$ cat src/rtl/poc_pkg.sv
package poc_pkg;

  // I/O map of the two controllers and the trigger register
  localparam logic [15:0] MASTER_CMD_ADDR = 16'h0020;
  localparam logic [15:0] SLAVE_CMD_ADDR = 16'h00a0;
  localparam logic [15:0] MASTER_TRIGGER_ADDR = 16'h04d0;

  // Field positions of the shared command port
  localparam int CODE_HI = 7;
  localparam int CODE_LO = 5;
  localparam int SEL_HI = 4;
  localparam int SEL_LO = 3;
  localparam int SPEC_MASK_BIT = 6;
  localparam int SPEC_MASK_EN_BIT = 5;
  localparam int POLL_BIT = 2;
  localparam int RSEL_HI = 1;
  localparam int RSEL_LO = 0;
  localparam int LVL_HI = 2;
  localparam int LVL_LO = 0;

  // Port selector codes
  localparam logic [1:0] SEL_PRIORITY = 2'h0;
  localparam logic [1:0] SEL_MASK_POLL = 2'h1;

  // Priority command codes
  localparam logic [2:0] CMD_ROT_AUTO_CLR = 3'h0;
  localparam logic [2:0] CMD_NS_END = 3'h1;
  localparam logic [2:0] CMD_NOP = 3'h2;
  localparam logic [2:0] CMD_SP_END = 3'h3;
  localparam logic [2:0] CMD_ROT_AUTO_SET = 3'h4;
  localparam logic [2:0] CMD_ROT_NS_END = 3'h5;
  localparam logic [2:0] CMD_SET_PRIO = 3'h6;
  localparam logic [2:0] CMD_ROT_SP_END = 3'h7;

  // Reset values, the trigger write mask and the cascade input level
  localparam logic [2:0] LOWEST_RST = 3'h7;
  localparam logic [7:0] TRIGGER_RST = 8'h00;
  localparam logic [7:0] TRIGGER_WMASK = 8'hf8;
  localparam int CASCADE_LVL = 2;

  // One processor I/O cycle
  typedef struct packed {
    logic [15:0] addr;
    logic wr;
    logic rd;
    logic [7:0] wdata;
  } poc_io_req_t;

  // Highest-priority set bit of v, with the given level lowest; {found, level}
  function automatic logic [3:0] poc_pick(input logic [7:0] v, input logic [2:0] low);
    logic [3:0] r;
    logic [2:0] k;
    r = 4'h0;
    for (int i = 7; i >= 0; i--) begin
      k = 3'(low + 3'(i) + 3'h1);
      if (v[k]) begin
        r = {1'b1, k};
      end
    end
    return r;
  endfunction : poc_pick

endpackage : poc_pkg

$ cat src/rtl/poc_operational_cmd.sv
`timescale 1ns/10ps

// One controller: request, in-service and priority state with its command words
module poc_ctl (
  // Clock and reset
  input wire logic ref_clk_i,
  input wire logic rst_i,
  // Command port
  input wire logic sel_i,
  input wire logic wr_i,
  input wire logic rd_i,
  input wire logic [7:0] wdata_i,
  // Interrupt side
  input wire logic [7:0] req_i,
  input wire logic [7:0] trig_i,
  input wire logic [7:0] mask_i,
  input wire logic auto_end_i,
  input wire logic ack_i,
  // Results
  output logic intr_o,
  output logic [2:0] win_lvl_o,
  output logic [7:0] rbyte_o
);
  logic [7:0] req_reg;
  logic [7:0] svc_reg;
  logic [7:0] req_q;
  logic [2:0] lowest;
  logic rot_auto;
  logic spec_mask;
  logic read_svc;
  logic poll_pend;
  logic [3:0] req_pick;
  logic [3:0] svc_pick;
  logic [3:0] top_svc;
  logic [2:0] req_rank;
  logic [2:0] svc_rank;
  logic [2:0] code;
  logic [2:0] lvl;
  logic cmd_wr;
  logic init_wr;
  logic prio_wr;
  logic mpoll_wr;
  logic poll_rd;
  logic take;
  logic [7:0] rise;
  logic [7:0] req_clr;
  logic [7:0] svc_clr;
  logic [7:0] svc_set;

  assign cmd_wr = sel_i & wr_i;
  assign init_wr = cmd_wr & wdata_i[poc_pkg::SEL_HI];
  assign prio_wr = cmd_wr & (wdata_i[poc_pkg::SEL_HI:poc_pkg::SEL_LO] == poc_pkg::SEL_PRIORITY);
  assign mpoll_wr = cmd_wr & (wdata_i[poc_pkg::SEL_HI:poc_pkg::SEL_LO] == poc_pkg::SEL_MASK_POLL);
  assign code = wdata_i[poc_pkg::CODE_HI:poc_pkg::CODE_LO];
  assign lvl = wdata_i[poc_pkg::LVL_HI:poc_pkg::LVL_LO];
  assign poll_rd = sel_i & rd_i & poll_pend;
  assign take = (ack_i | poll_rd) & intr_o;

  // Masked in-service levels stop blocking lower ones in special mask mode
  assign req_pick = poc_pkg::poc_pick(req_reg & ~mask_i & ~svc_reg, lowest);
  assign svc_pick = poc_pkg::poc_pick(spec_mask ? (svc_reg & ~mask_i) : svc_reg, lowest);
  assign top_svc = poc_pkg::poc_pick(svc_reg, lowest);
  assign req_rank = 3'(req_pick[2:0] - lowest - 3'h1);
  assign svc_rank = 3'(svc_pick[2:0] - lowest - 3'h1);
  assign intr_o = req_pick[3] & (~svc_pick[3] | (req_rank < svc_rank));
  assign win_lvl_o = req_pick[2:0];

  assign rise = req_i & ~req_q;
  assign req_clr = take ? (8'h01 << req_pick[2:0]) : 8'h00;
  assign svc_set = (take & ~auto_end_i) ? (8'h01 << req_pick[2:0]) : 8'h00;

  // End of service: highest in-service level, or the selected one
  always_comb begin
    svc_clr = 8'h00;
    if (prio_wr) begin
      case (code)
        poc_pkg::CMD_NS_END, poc_pkg::CMD_ROT_NS_END: svc_clr = top_svc[3] ? (8'h01 << top_svc[2:0]) : 8'h00;
        poc_pkg::CMD_SP_END, poc_pkg::CMD_ROT_SP_END: svc_clr = 8'h01 << lvl;
        default: svc_clr = 8'h00;
      endcase
    end
  end

  always_ff @(posedge ref_clk_i or posedge rst_i) begin
    if (rst_i) begin
      req_q <= 8'h00;
    end else begin
      req_q <= req_i;
    end
  end

  // Edge bits latch a rise, which wins over a same-cycle acknowledge; level bits follow the pin
  always_ff @(posedge ref_clk_i or posedge rst_i) begin
    if (rst_i) begin
      req_reg <= 8'h00;
    end else begin
      req_reg <= (trig_i & req_i) | (~trig_i & ((req_reg & ~req_clr) | rise));
    end
  end

  always_ff @(posedge ref_clk_i or posedge rst_i) begin
    if (rst_i) begin
      svc_reg <= 8'h00;
    end else if (init_wr) begin
      svc_reg <= 8'h00;
    end else begin
      svc_reg <= (svc_reg & ~svc_clr) | svc_set;
    end
  end

  // Priority base and rotation modes
  always_ff @(posedge ref_clk_i or posedge rst_i) begin
    if (rst_i) begin
      lowest <= poc_pkg::LOWEST_RST;
      rot_auto <= 1'b0;
    end else if (init_wr) begin
      lowest <= poc_pkg::LOWEST_RST;
      rot_auto <= 1'b0;
    end else if (prio_wr) begin
      case (code)
        poc_pkg::CMD_ROT_AUTO_CLR: rot_auto <= 1'b0;
        poc_pkg::CMD_ROT_AUTO_SET: rot_auto <= 1'b1;
        poc_pkg::CMD_ROT_NS_END: begin
          if (top_svc[3]) begin
            lowest <= top_svc[2:0];
          end
        end
        poc_pkg::CMD_SET_PRIO, poc_pkg::CMD_ROT_SP_END: lowest <= lvl;
        default: lowest <= lowest;
      endcase
    end else if (take & auto_end_i & rot_auto) begin
      lowest <= req_pick[2:0];
    end
  end

  // Special mask mode
  always_ff @(posedge ref_clk_i or posedge rst_i) begin
    if (rst_i) begin
      spec_mask <= 1'b0;
    end else if (init_wr) begin
      spec_mask <= 1'b0;
    end else if (mpoll_wr & wdata_i[poc_pkg::SPEC_MASK_EN_BIT]) begin
      spec_mask <= wdata_i[poc_pkg::SPEC_MASK_BIT];
    end
  end

  // Read selection holds until rewritten
  always_ff @(posedge ref_clk_i or posedge rst_i) begin
    if (rst_i) begin
      read_svc <= 1'b0;
    end else if (init_wr) begin
      read_svc <= 1'b0;
    end else if (mpoll_wr & wdata_i[poc_pkg::RSEL_HI]) begin
      read_svc <= wdata_i[poc_pkg::RSEL_LO];
    end
  end

  // A poll arms exactly one following read
  always_ff @(posedge ref_clk_i or posedge rst_i) begin
    if (rst_i) begin
      poll_pend <= 1'b0;
    end else if (init_wr) begin
      poll_pend <= 1'b0;
    end else if (mpoll_wr) begin
      poll_pend <= wdata_i[poc_pkg::POLL_BIT];
    end else if (poll_rd) begin
      poll_pend <= 1'b0;
    end
  end

  always_comb begin
    if (poll_pend) begin
      rbyte_o = {intr_o, 4'h0, req_pick[2:0]};
    end else if (read_svc) begin
      rbyte_o = svc_reg;
    end else begin
      rbyte_o = req_reg;
    end
  end

endmodule : poc_ctl

module poc_operational_cmd (
  // Clock and reset
  input wire logic ref_clk_i,
  input wire logic rst_i,
  // Processor I/O cycle
  input wire poc_pkg::poc_io_req_t io_req_i,
  output logic [7:0] io_rdata_o,
  output logic io_rvalid_o,
  // Interrupt request pins, levels 0-15; pin 2 is unused because master input 2 carries the slave
  input wire logic [15:0] irq_i,
  // From the mask, init and slave trigger logic
  input wire logic [15:0] mask_i,
  input wire logic [7:0] slave_trig_i,
  input wire logic auto_end_i,
  // Processor acknowledge
  input wire logic inta_i,
  output logic intr_o,
  output logic [3:0] ack_level_o
);
  logic [15:0] irq_s1;
  logic [15:0] irq_s2;
  logic [7:0] trigger;
  logic m_sel;
  logic s_sel;
  logic t_sel;
  logic s_intr;
  logic [2:0] m_lvl;
  logic [2:0] s_lvl;
  logic [7:0] m_rbyte;
  logic [7:0] s_rbyte;
  logic m_cascade;

  // Pins are asynchronous to the bus clock
  always_ff @(posedge ref_clk_i or posedge rst_i) begin
    if (rst_i) begin
      irq_s1 <= 16'h0000;
      irq_s2 <= 16'h0000;
    end else begin
      irq_s1 <= irq_i;
      irq_s2 <= irq_s1;
    end
  end

  assign m_sel = io_req_i.addr == poc_pkg::MASTER_CMD_ADDR;
  assign s_sel = io_req_i.addr == poc_pkg::SLAVE_CMD_ADDR;
  assign t_sel = io_req_i.addr == poc_pkg::MASTER_TRIGGER_ADDR;
  assign m_cascade = m_lvl == 3'(poc_pkg::CASCADE_LVL);

  // Reserved low bits are forced to zero so those inputs never go level
  always_ff @(posedge ref_clk_i or posedge rst_i) begin
    if (rst_i) begin
      trigger <= poc_pkg::TRIGGER_RST;
    end else if (t_sel & io_req_i.wr) begin
      trigger <= io_req_i.wdata & poc_pkg::TRIGGER_WMASK;
    end
  end

  // Slave output enters as master input 2, so master mask bit 2 blocks it
  poc_ctl u_master (
    .ref_clk_i(ref_clk_i),
    .rst_i(rst_i),
    .sel_i(m_sel),
    .wr_i(io_req_i.wr),
    .rd_i(io_req_i.rd),
    .wdata_i(io_req_i.wdata),
    .req_i({irq_s2[7:3], s_intr, irq_s2[1:0]}),
    .trig_i(trigger),
    .mask_i(mask_i[7:0]),
    .auto_end_i(auto_end_i),
    .ack_i(inta_i),
    .intr_o(intr_o),
    .win_lvl_o(m_lvl),
    .rbyte_o(m_rbyte)
  );

  poc_ctl u_slave (
    .ref_clk_i(ref_clk_i),
    .rst_i(rst_i),
    .sel_i(s_sel),
    .wr_i(io_req_i.wr),
    .rd_i(io_req_i.rd),
    .wdata_i(io_req_i.wdata),
    .req_i(irq_s2[15:8]),
    .trig_i(slave_trig_i),
    .mask_i(mask_i[15:8]),
    .auto_end_i(auto_end_i),
    .ack_i(inta_i & m_cascade),
    .intr_o(s_intr),
    .win_lvl_o(s_lvl),
    .rbyte_o(s_rbyte)
  );

  // Read data registered; unmapped reads give no valid, and data rests at zero between reads
  always_ff @(posedge ref_clk_i or posedge rst_i) begin
    if (rst_i) begin
      io_rdata_o <= 8'h00;
      io_rvalid_o <= 1'b0;
    end else begin
      io_rvalid_o <= io_req_i.rd & (m_sel | s_sel | t_sel);
      if (io_req_i.rd & m_sel) begin
        io_rdata_o <= m_rbyte;
      end else if (io_req_i.rd & s_sel) begin
        io_rdata_o <= s_rbyte;
      end else if (io_req_i.rd & t_sel) begin
        io_rdata_o <= trigger;
      end else begin
        io_rdata_o <= 8'h00;
      end
    end
  end

  always_ff @(posedge ref_clk_i or posedge rst_i) begin
    if (rst_i) begin
      ack_level_o <= 4'h0;
    end else if (inta_i & intr_o) begin
      ack_level_o <= m_cascade ? {1'b1, s_lvl} : {1'b0, m_lvl};
    end
  end

endmodule : poc_operational_cmd

$ cat config.mk
export PLATFORM = sky130hd
export DESIGN_NAME = poc_operational_cmd
export DESIGN_NICKNAME = d
export VERILOG_FILES = /design/src/rtl/poc_pkg.sv /design/src/rtl/poc_operational_cmd.sv
export SDC_FILE = /design/constraint.sdc
export NUM_CORES = 1
export LEC_CHECK = 0
export BUFFER_PORTS_ARGS = -buffer_cell sky130_fd_sc_hd__buf_2
export CORE_ASPECT_RATIO = 2
export CORE_MARGIN = 2
export CORE_UTILIZATION = 60
export CTS_CLUSTER_DIAMETER = 80
export DETAILED_ROUTE_END_ITERATION = 7
export PLACE_DENSITY = 0.79
export SLEW_MARGIN = 5
export SYNTH_ARGS = -nofsm -noshare
export SYNTH_HDL_FRONTEND = slang
export SYNTH_HIERARCHICAL = 1
export SYNTH_SLANG_ARGS = --single-unit
$ cat constraint.sdc
create_clock -name ref_clk_i -period 10.2 [get_ports ref_clk_i]
set_input_delay 1.53 -clock ref_clk_i [delete_from_list [all_inputs] [get_ports ref_clk_i]]
set_output_delay 1.53 -clock ref_clk_i [all_outputs]
set_load 0.02 [all_outputs]
==> results_dict.tcl <==
set metrics [dict create \
    hold_path_end "irq_s2[6]" \
    post_synth_instance_area_um2 12100 \
    cts-hold-fix-buffers 0 \
    grt_overflow_total 0 \
    worstSetupStartpoint "u_master/lowest[0]" \
    grt_util_met3 0.0671 \
    detailedRoute.firstIterationViolations 1080 \
    drc_errors 0 \
    ctsRootBufferMaster "sky130_fd_sc_hd__clkbuf_16" \
    synth.area.top_cells "sky130_fd_sc_hd__dfrtp_1 (22%), sky130_fd_sc_hd__mux4_2 (13%), sky130_fd_sc_hd__mux2i_1 (10%), sky130_fd_sc_hd__nand2_1 (4.6%), sky130_fd_sc_hd__o21ai_0 (3.7%)" \
    port_buffers 82 \
    finalHoldViolations 0 \
    whs_path_depth 0 \
    via_count 12000 \
    fp.dieH_um 205 \
    regToRegSetupSlack_ps 3020 \
    synthToLayoutAreaGrowth_pct 7.15 \
    routedWlPerCell_um 25.7 \
    synth_seq_cells 110 \
    grt.met2_usage 0.717 \
    num_rows 73 \
    critPathLaunchType "flip-flop" \
    crit-reg2reg-launch "u_slave/lowest[0]" \
    finish.net_count 1467 \
    mean_area_per_synthesized_cell_um2 9.00 \
    die_width_um 104 \
    grt_start_max_net_pins 55 \
    crit_type "flip-flop to output port" \
    number_of_synthesized_flops_with_an_enable_pin 0 \
    drt_pass1_iterations 5 \
    postCtsSetupRepairBufs 0 \
    wl_um 42400 \
    max_stage_delay_cell_worst_path "sky130_fd_sc_hd__dfstp_2" \
    max-slew-margin-rel 0.372 \
    crit_family "compound AO/OA/AOI/OAI gates" \
    core_region_area_um2 19800 \
    grt_setup_unrepaired "false" \
    ys_dominant_reg_cell "sky130_fd_sc_hd__dfrtp_1" \
    min_period_over_period 0.807 \
    grt_most_used_layer "met2" \
    gr-usage-all-layers 0.395 \
    clock_insertion_delay_worst_skew_ps 350 \
    cts-htree-levels 3 \
    setup_viol 0 \
    dp_hpwl_um 31100 \
    worst-r2r-cell-count 18 \
    cts_repair_resize_count 0 \
    required_ps 8670 \
    timing.setup.tns_ps 0 \
    via_per_inst 7.27 \
    max_cap_violations 0 \
    critical_path_buf_inv_count 5 \
    clock_skew_ps 6.01 \
    cts_sinks 110 \
    drive_gt1_frac 0.207 \
    num_io_pins 84 \
    dieArea_um2 21400 \
    timing.hold.worst.start "irq_s1[6]" \
    grt_first_pass_wirelength_um 65600 \
    antenna_left 0 \
    final-max-slew-violation-count 0 \
    status "finished clean" \
    asyncSetResetFlopFracSynth 1.00 \
    tritoncts "done" \
    syn-instance-count 1345 \
    clk_transition_reported_paths_ps 80 \
    minimum_clock_period_ps 8230 \
    yosysTopAreaCell "sky130_fd_sc_hd__dfrtp_1" \
    use_met1 0.388 \
    largest_registers "irq_s1 (15), irq_s2 (15)" \
    netlist-cell-type-count 106 \
    yosysSeqAreaShare 0.228 \
    cp_max_fo 36 \
    cts_made_buffers 9 \
    regToRegEndpoint "u_slave/req_reg[2]" \
    worst_ep_arrival_time_ps 6700 \
    grt_pass1_vias 11900 \
    crit_chain "inv_2 -> ha_1 -> buf_4 -> nor4b_1 -> a21o_1 -> mux4_2 -> a211o_1 -> a22oi_1 -> a211oi_2 -> buf_4 -> fa_1 -> xor2_1 -> xnor2_1 -> ha_1 -> a21oi_1 -> o22ai_1 -> inv_1 -> buf_2" \
    tightest_slew_ps 941 \
    starting_density 0.611 \
    hold_removal_path_class "flip-flop to flip-flop" \
    worst_path_largest_cell_delay_ps 910 \
    critPathCaptureType "output port" \
    top_achievable_clock_speed_mhz 121 \
    synth.top_cell.area_share 0.215 \
    clockBufferDepth 2 \
    yosys_warnings 6 \
    place_congestion 1.05 \
    number_of_antenna_violations_at_the_first_check_in_global_routing 3 \
]
==> synth_stat cells, types with 7 or more instances <==
cell type	count
sky130_fd_sc_hd__buf_4	7
sky130_fd_sc_hd__o221ai_1	7
sky130_fd_sc_hd__nand2b_1	27
sky130_fd_sc_hd__nor3_1	29
sky130_fd_sc_hd__buf_2	31
sky130_fd_sc_hd__mux4_2	71
sky130_fd_sc_hd__xnor2_1	7
sky130_fd_sc_hd__nor3b_1	16
sky130_fd_sc_hd__nor2_1	88
sky130_fd_sc_hd__a21o_1	14
sky130_fd_sc_hd__a221oi_1	7
sky130_fd_sc_hd__nand3_1	23
sky130_fd_sc_hd__or3_1	8
sky130_fd_sc_hd__and2_1	12
sky130_fd_sc_hd__a21oi_1	57
sky130_fd_sc_hd__a31oi_1	15
sky130_fd_sc_hd__mux2_2	22
sky130_fd_sc_hd__a2111oi_0	8
sky130_fd_sc_hd__inv_1	42
sky130_fd_sc_hd__nand2_1	149
sky130_fd_sc_hd__dfrtp_1	104
sky130_fd_sc_hd__nor2b_1	26
sky130_fd_sc_hd__o311ai_0	9
sky130_fd_sc_hd__mux2i_1	123
sky130_fd_sc_hd__o22ai_1	20
sky130_fd_sc_hd__nor4_1	8
sky130_fd_sc_hd__a211oi_1	13
sky130_fd_sc_hd__a32o_1	7
sky130_fd_sc_hd__ha_1	14
sky130_fd_sc_hd__or3b_1	10
sky130_fd_sc_hd__o21ai_0	89
sky130_fd_sc_hd__a22oi_1	13
sky130_fd_sc_hd__o32ai_1	7
sky130_fd_sc_hd__o211ai_1	21
sky130_fd_sc_hd__a21boi_0	15
sky130_fd_sc_hd__clkbuf_1	45
==> through the flow <==
stage          hold WS (ps)  area, µm²  utilization  instances  setup slack, ps
3_3_place_gp            332      12700        0.638       1630             2710
2_1_floorplan           331      12100            -       1350             3430
4_1_cts                 353      13000        0.654       1646             2280
5_1_grt                 360      13000        0.654       1648             1610
6_report                353      13000        0.654       1648             1970
3_5_place_dp            336      12700        0.638       1630             2620
==> final cells by class <==
cell class | count | area, µm²
sequential | 110 | 2760
multi-input combinational | 1097 | 8750
timing repair buffer | 110 | 621
fill | 1716 | 6850
inverter | 51 | 196
tap | 262 | 328
clock buffer | 9 | 225
antenna | 2 | 5.00
clock inverter | 7 | 82.6
==> metal layers <==
layer	part of all wire	wire length, µm	vias up
met3	0.070	2970	288
met1	0.31	13000	5713
met5	0	0	-
met4	0.095	4050	0
met2	0.53	22300	765
li1	-	-	5210
==> kinds of logic after synthesis <==
| logic type | count (synthesis) | synth area share |
|---|---|---|
| muxes | 217 | 0.257 |
| xor gates and xnor gates | 20 | 0.0231 |
| adders and majority gates | 18 | 0.0211 |
| and+or+nand+nor | 446 | 0.192 |
| DFF | 110 | 0.228 |
| AOI/OAI and AO/OA | 390 | 0.227 |
| buffers and inverters | 143 | 0.0515 |
| other | 1 | 0.000310 |
==> placed cells by master, fill, tap and decap left out, types with 26 or more instances in the layout <==
master                       n
sky130_fd_sc_hd__nand2_1   149
sky130_fd_sc_hd__nor2_1     88
sky130_fd_sc_hd__buf_2      82
sky130_fd_sc_hd__mux2i_1   123
sky130_fd_sc_hd__nor3_1     29
sky130_fd_sc_hd__buf_4      28
sky130_fd_sc_hd__dfrtp_1   104
sky130_fd_sc_hd__inv_1      41
sky130_fd_sc_hd__a21oi_1    57
sky130_fd_sc_hd__mux4_2     71
sky130_fd_sc_hd__nor2b_1    26
sky130_fd_sc_hd__o21ai_0    89
sky130_fd_sc_hd__nand2b_1   27
==> worst max path at each step <==
stage               endpoint  depth (start not counted)
floorplan             intr_o                         21
global placement      intr_o                         16
detailed placement    intr_o                         16
CTS                   intr_o                         17
global route          intr_o                         17
finish                intr_o                         18
Power is not shown: default switching activity piles up to over one toggle a cycle in this logic, so the estimate is an artifact.
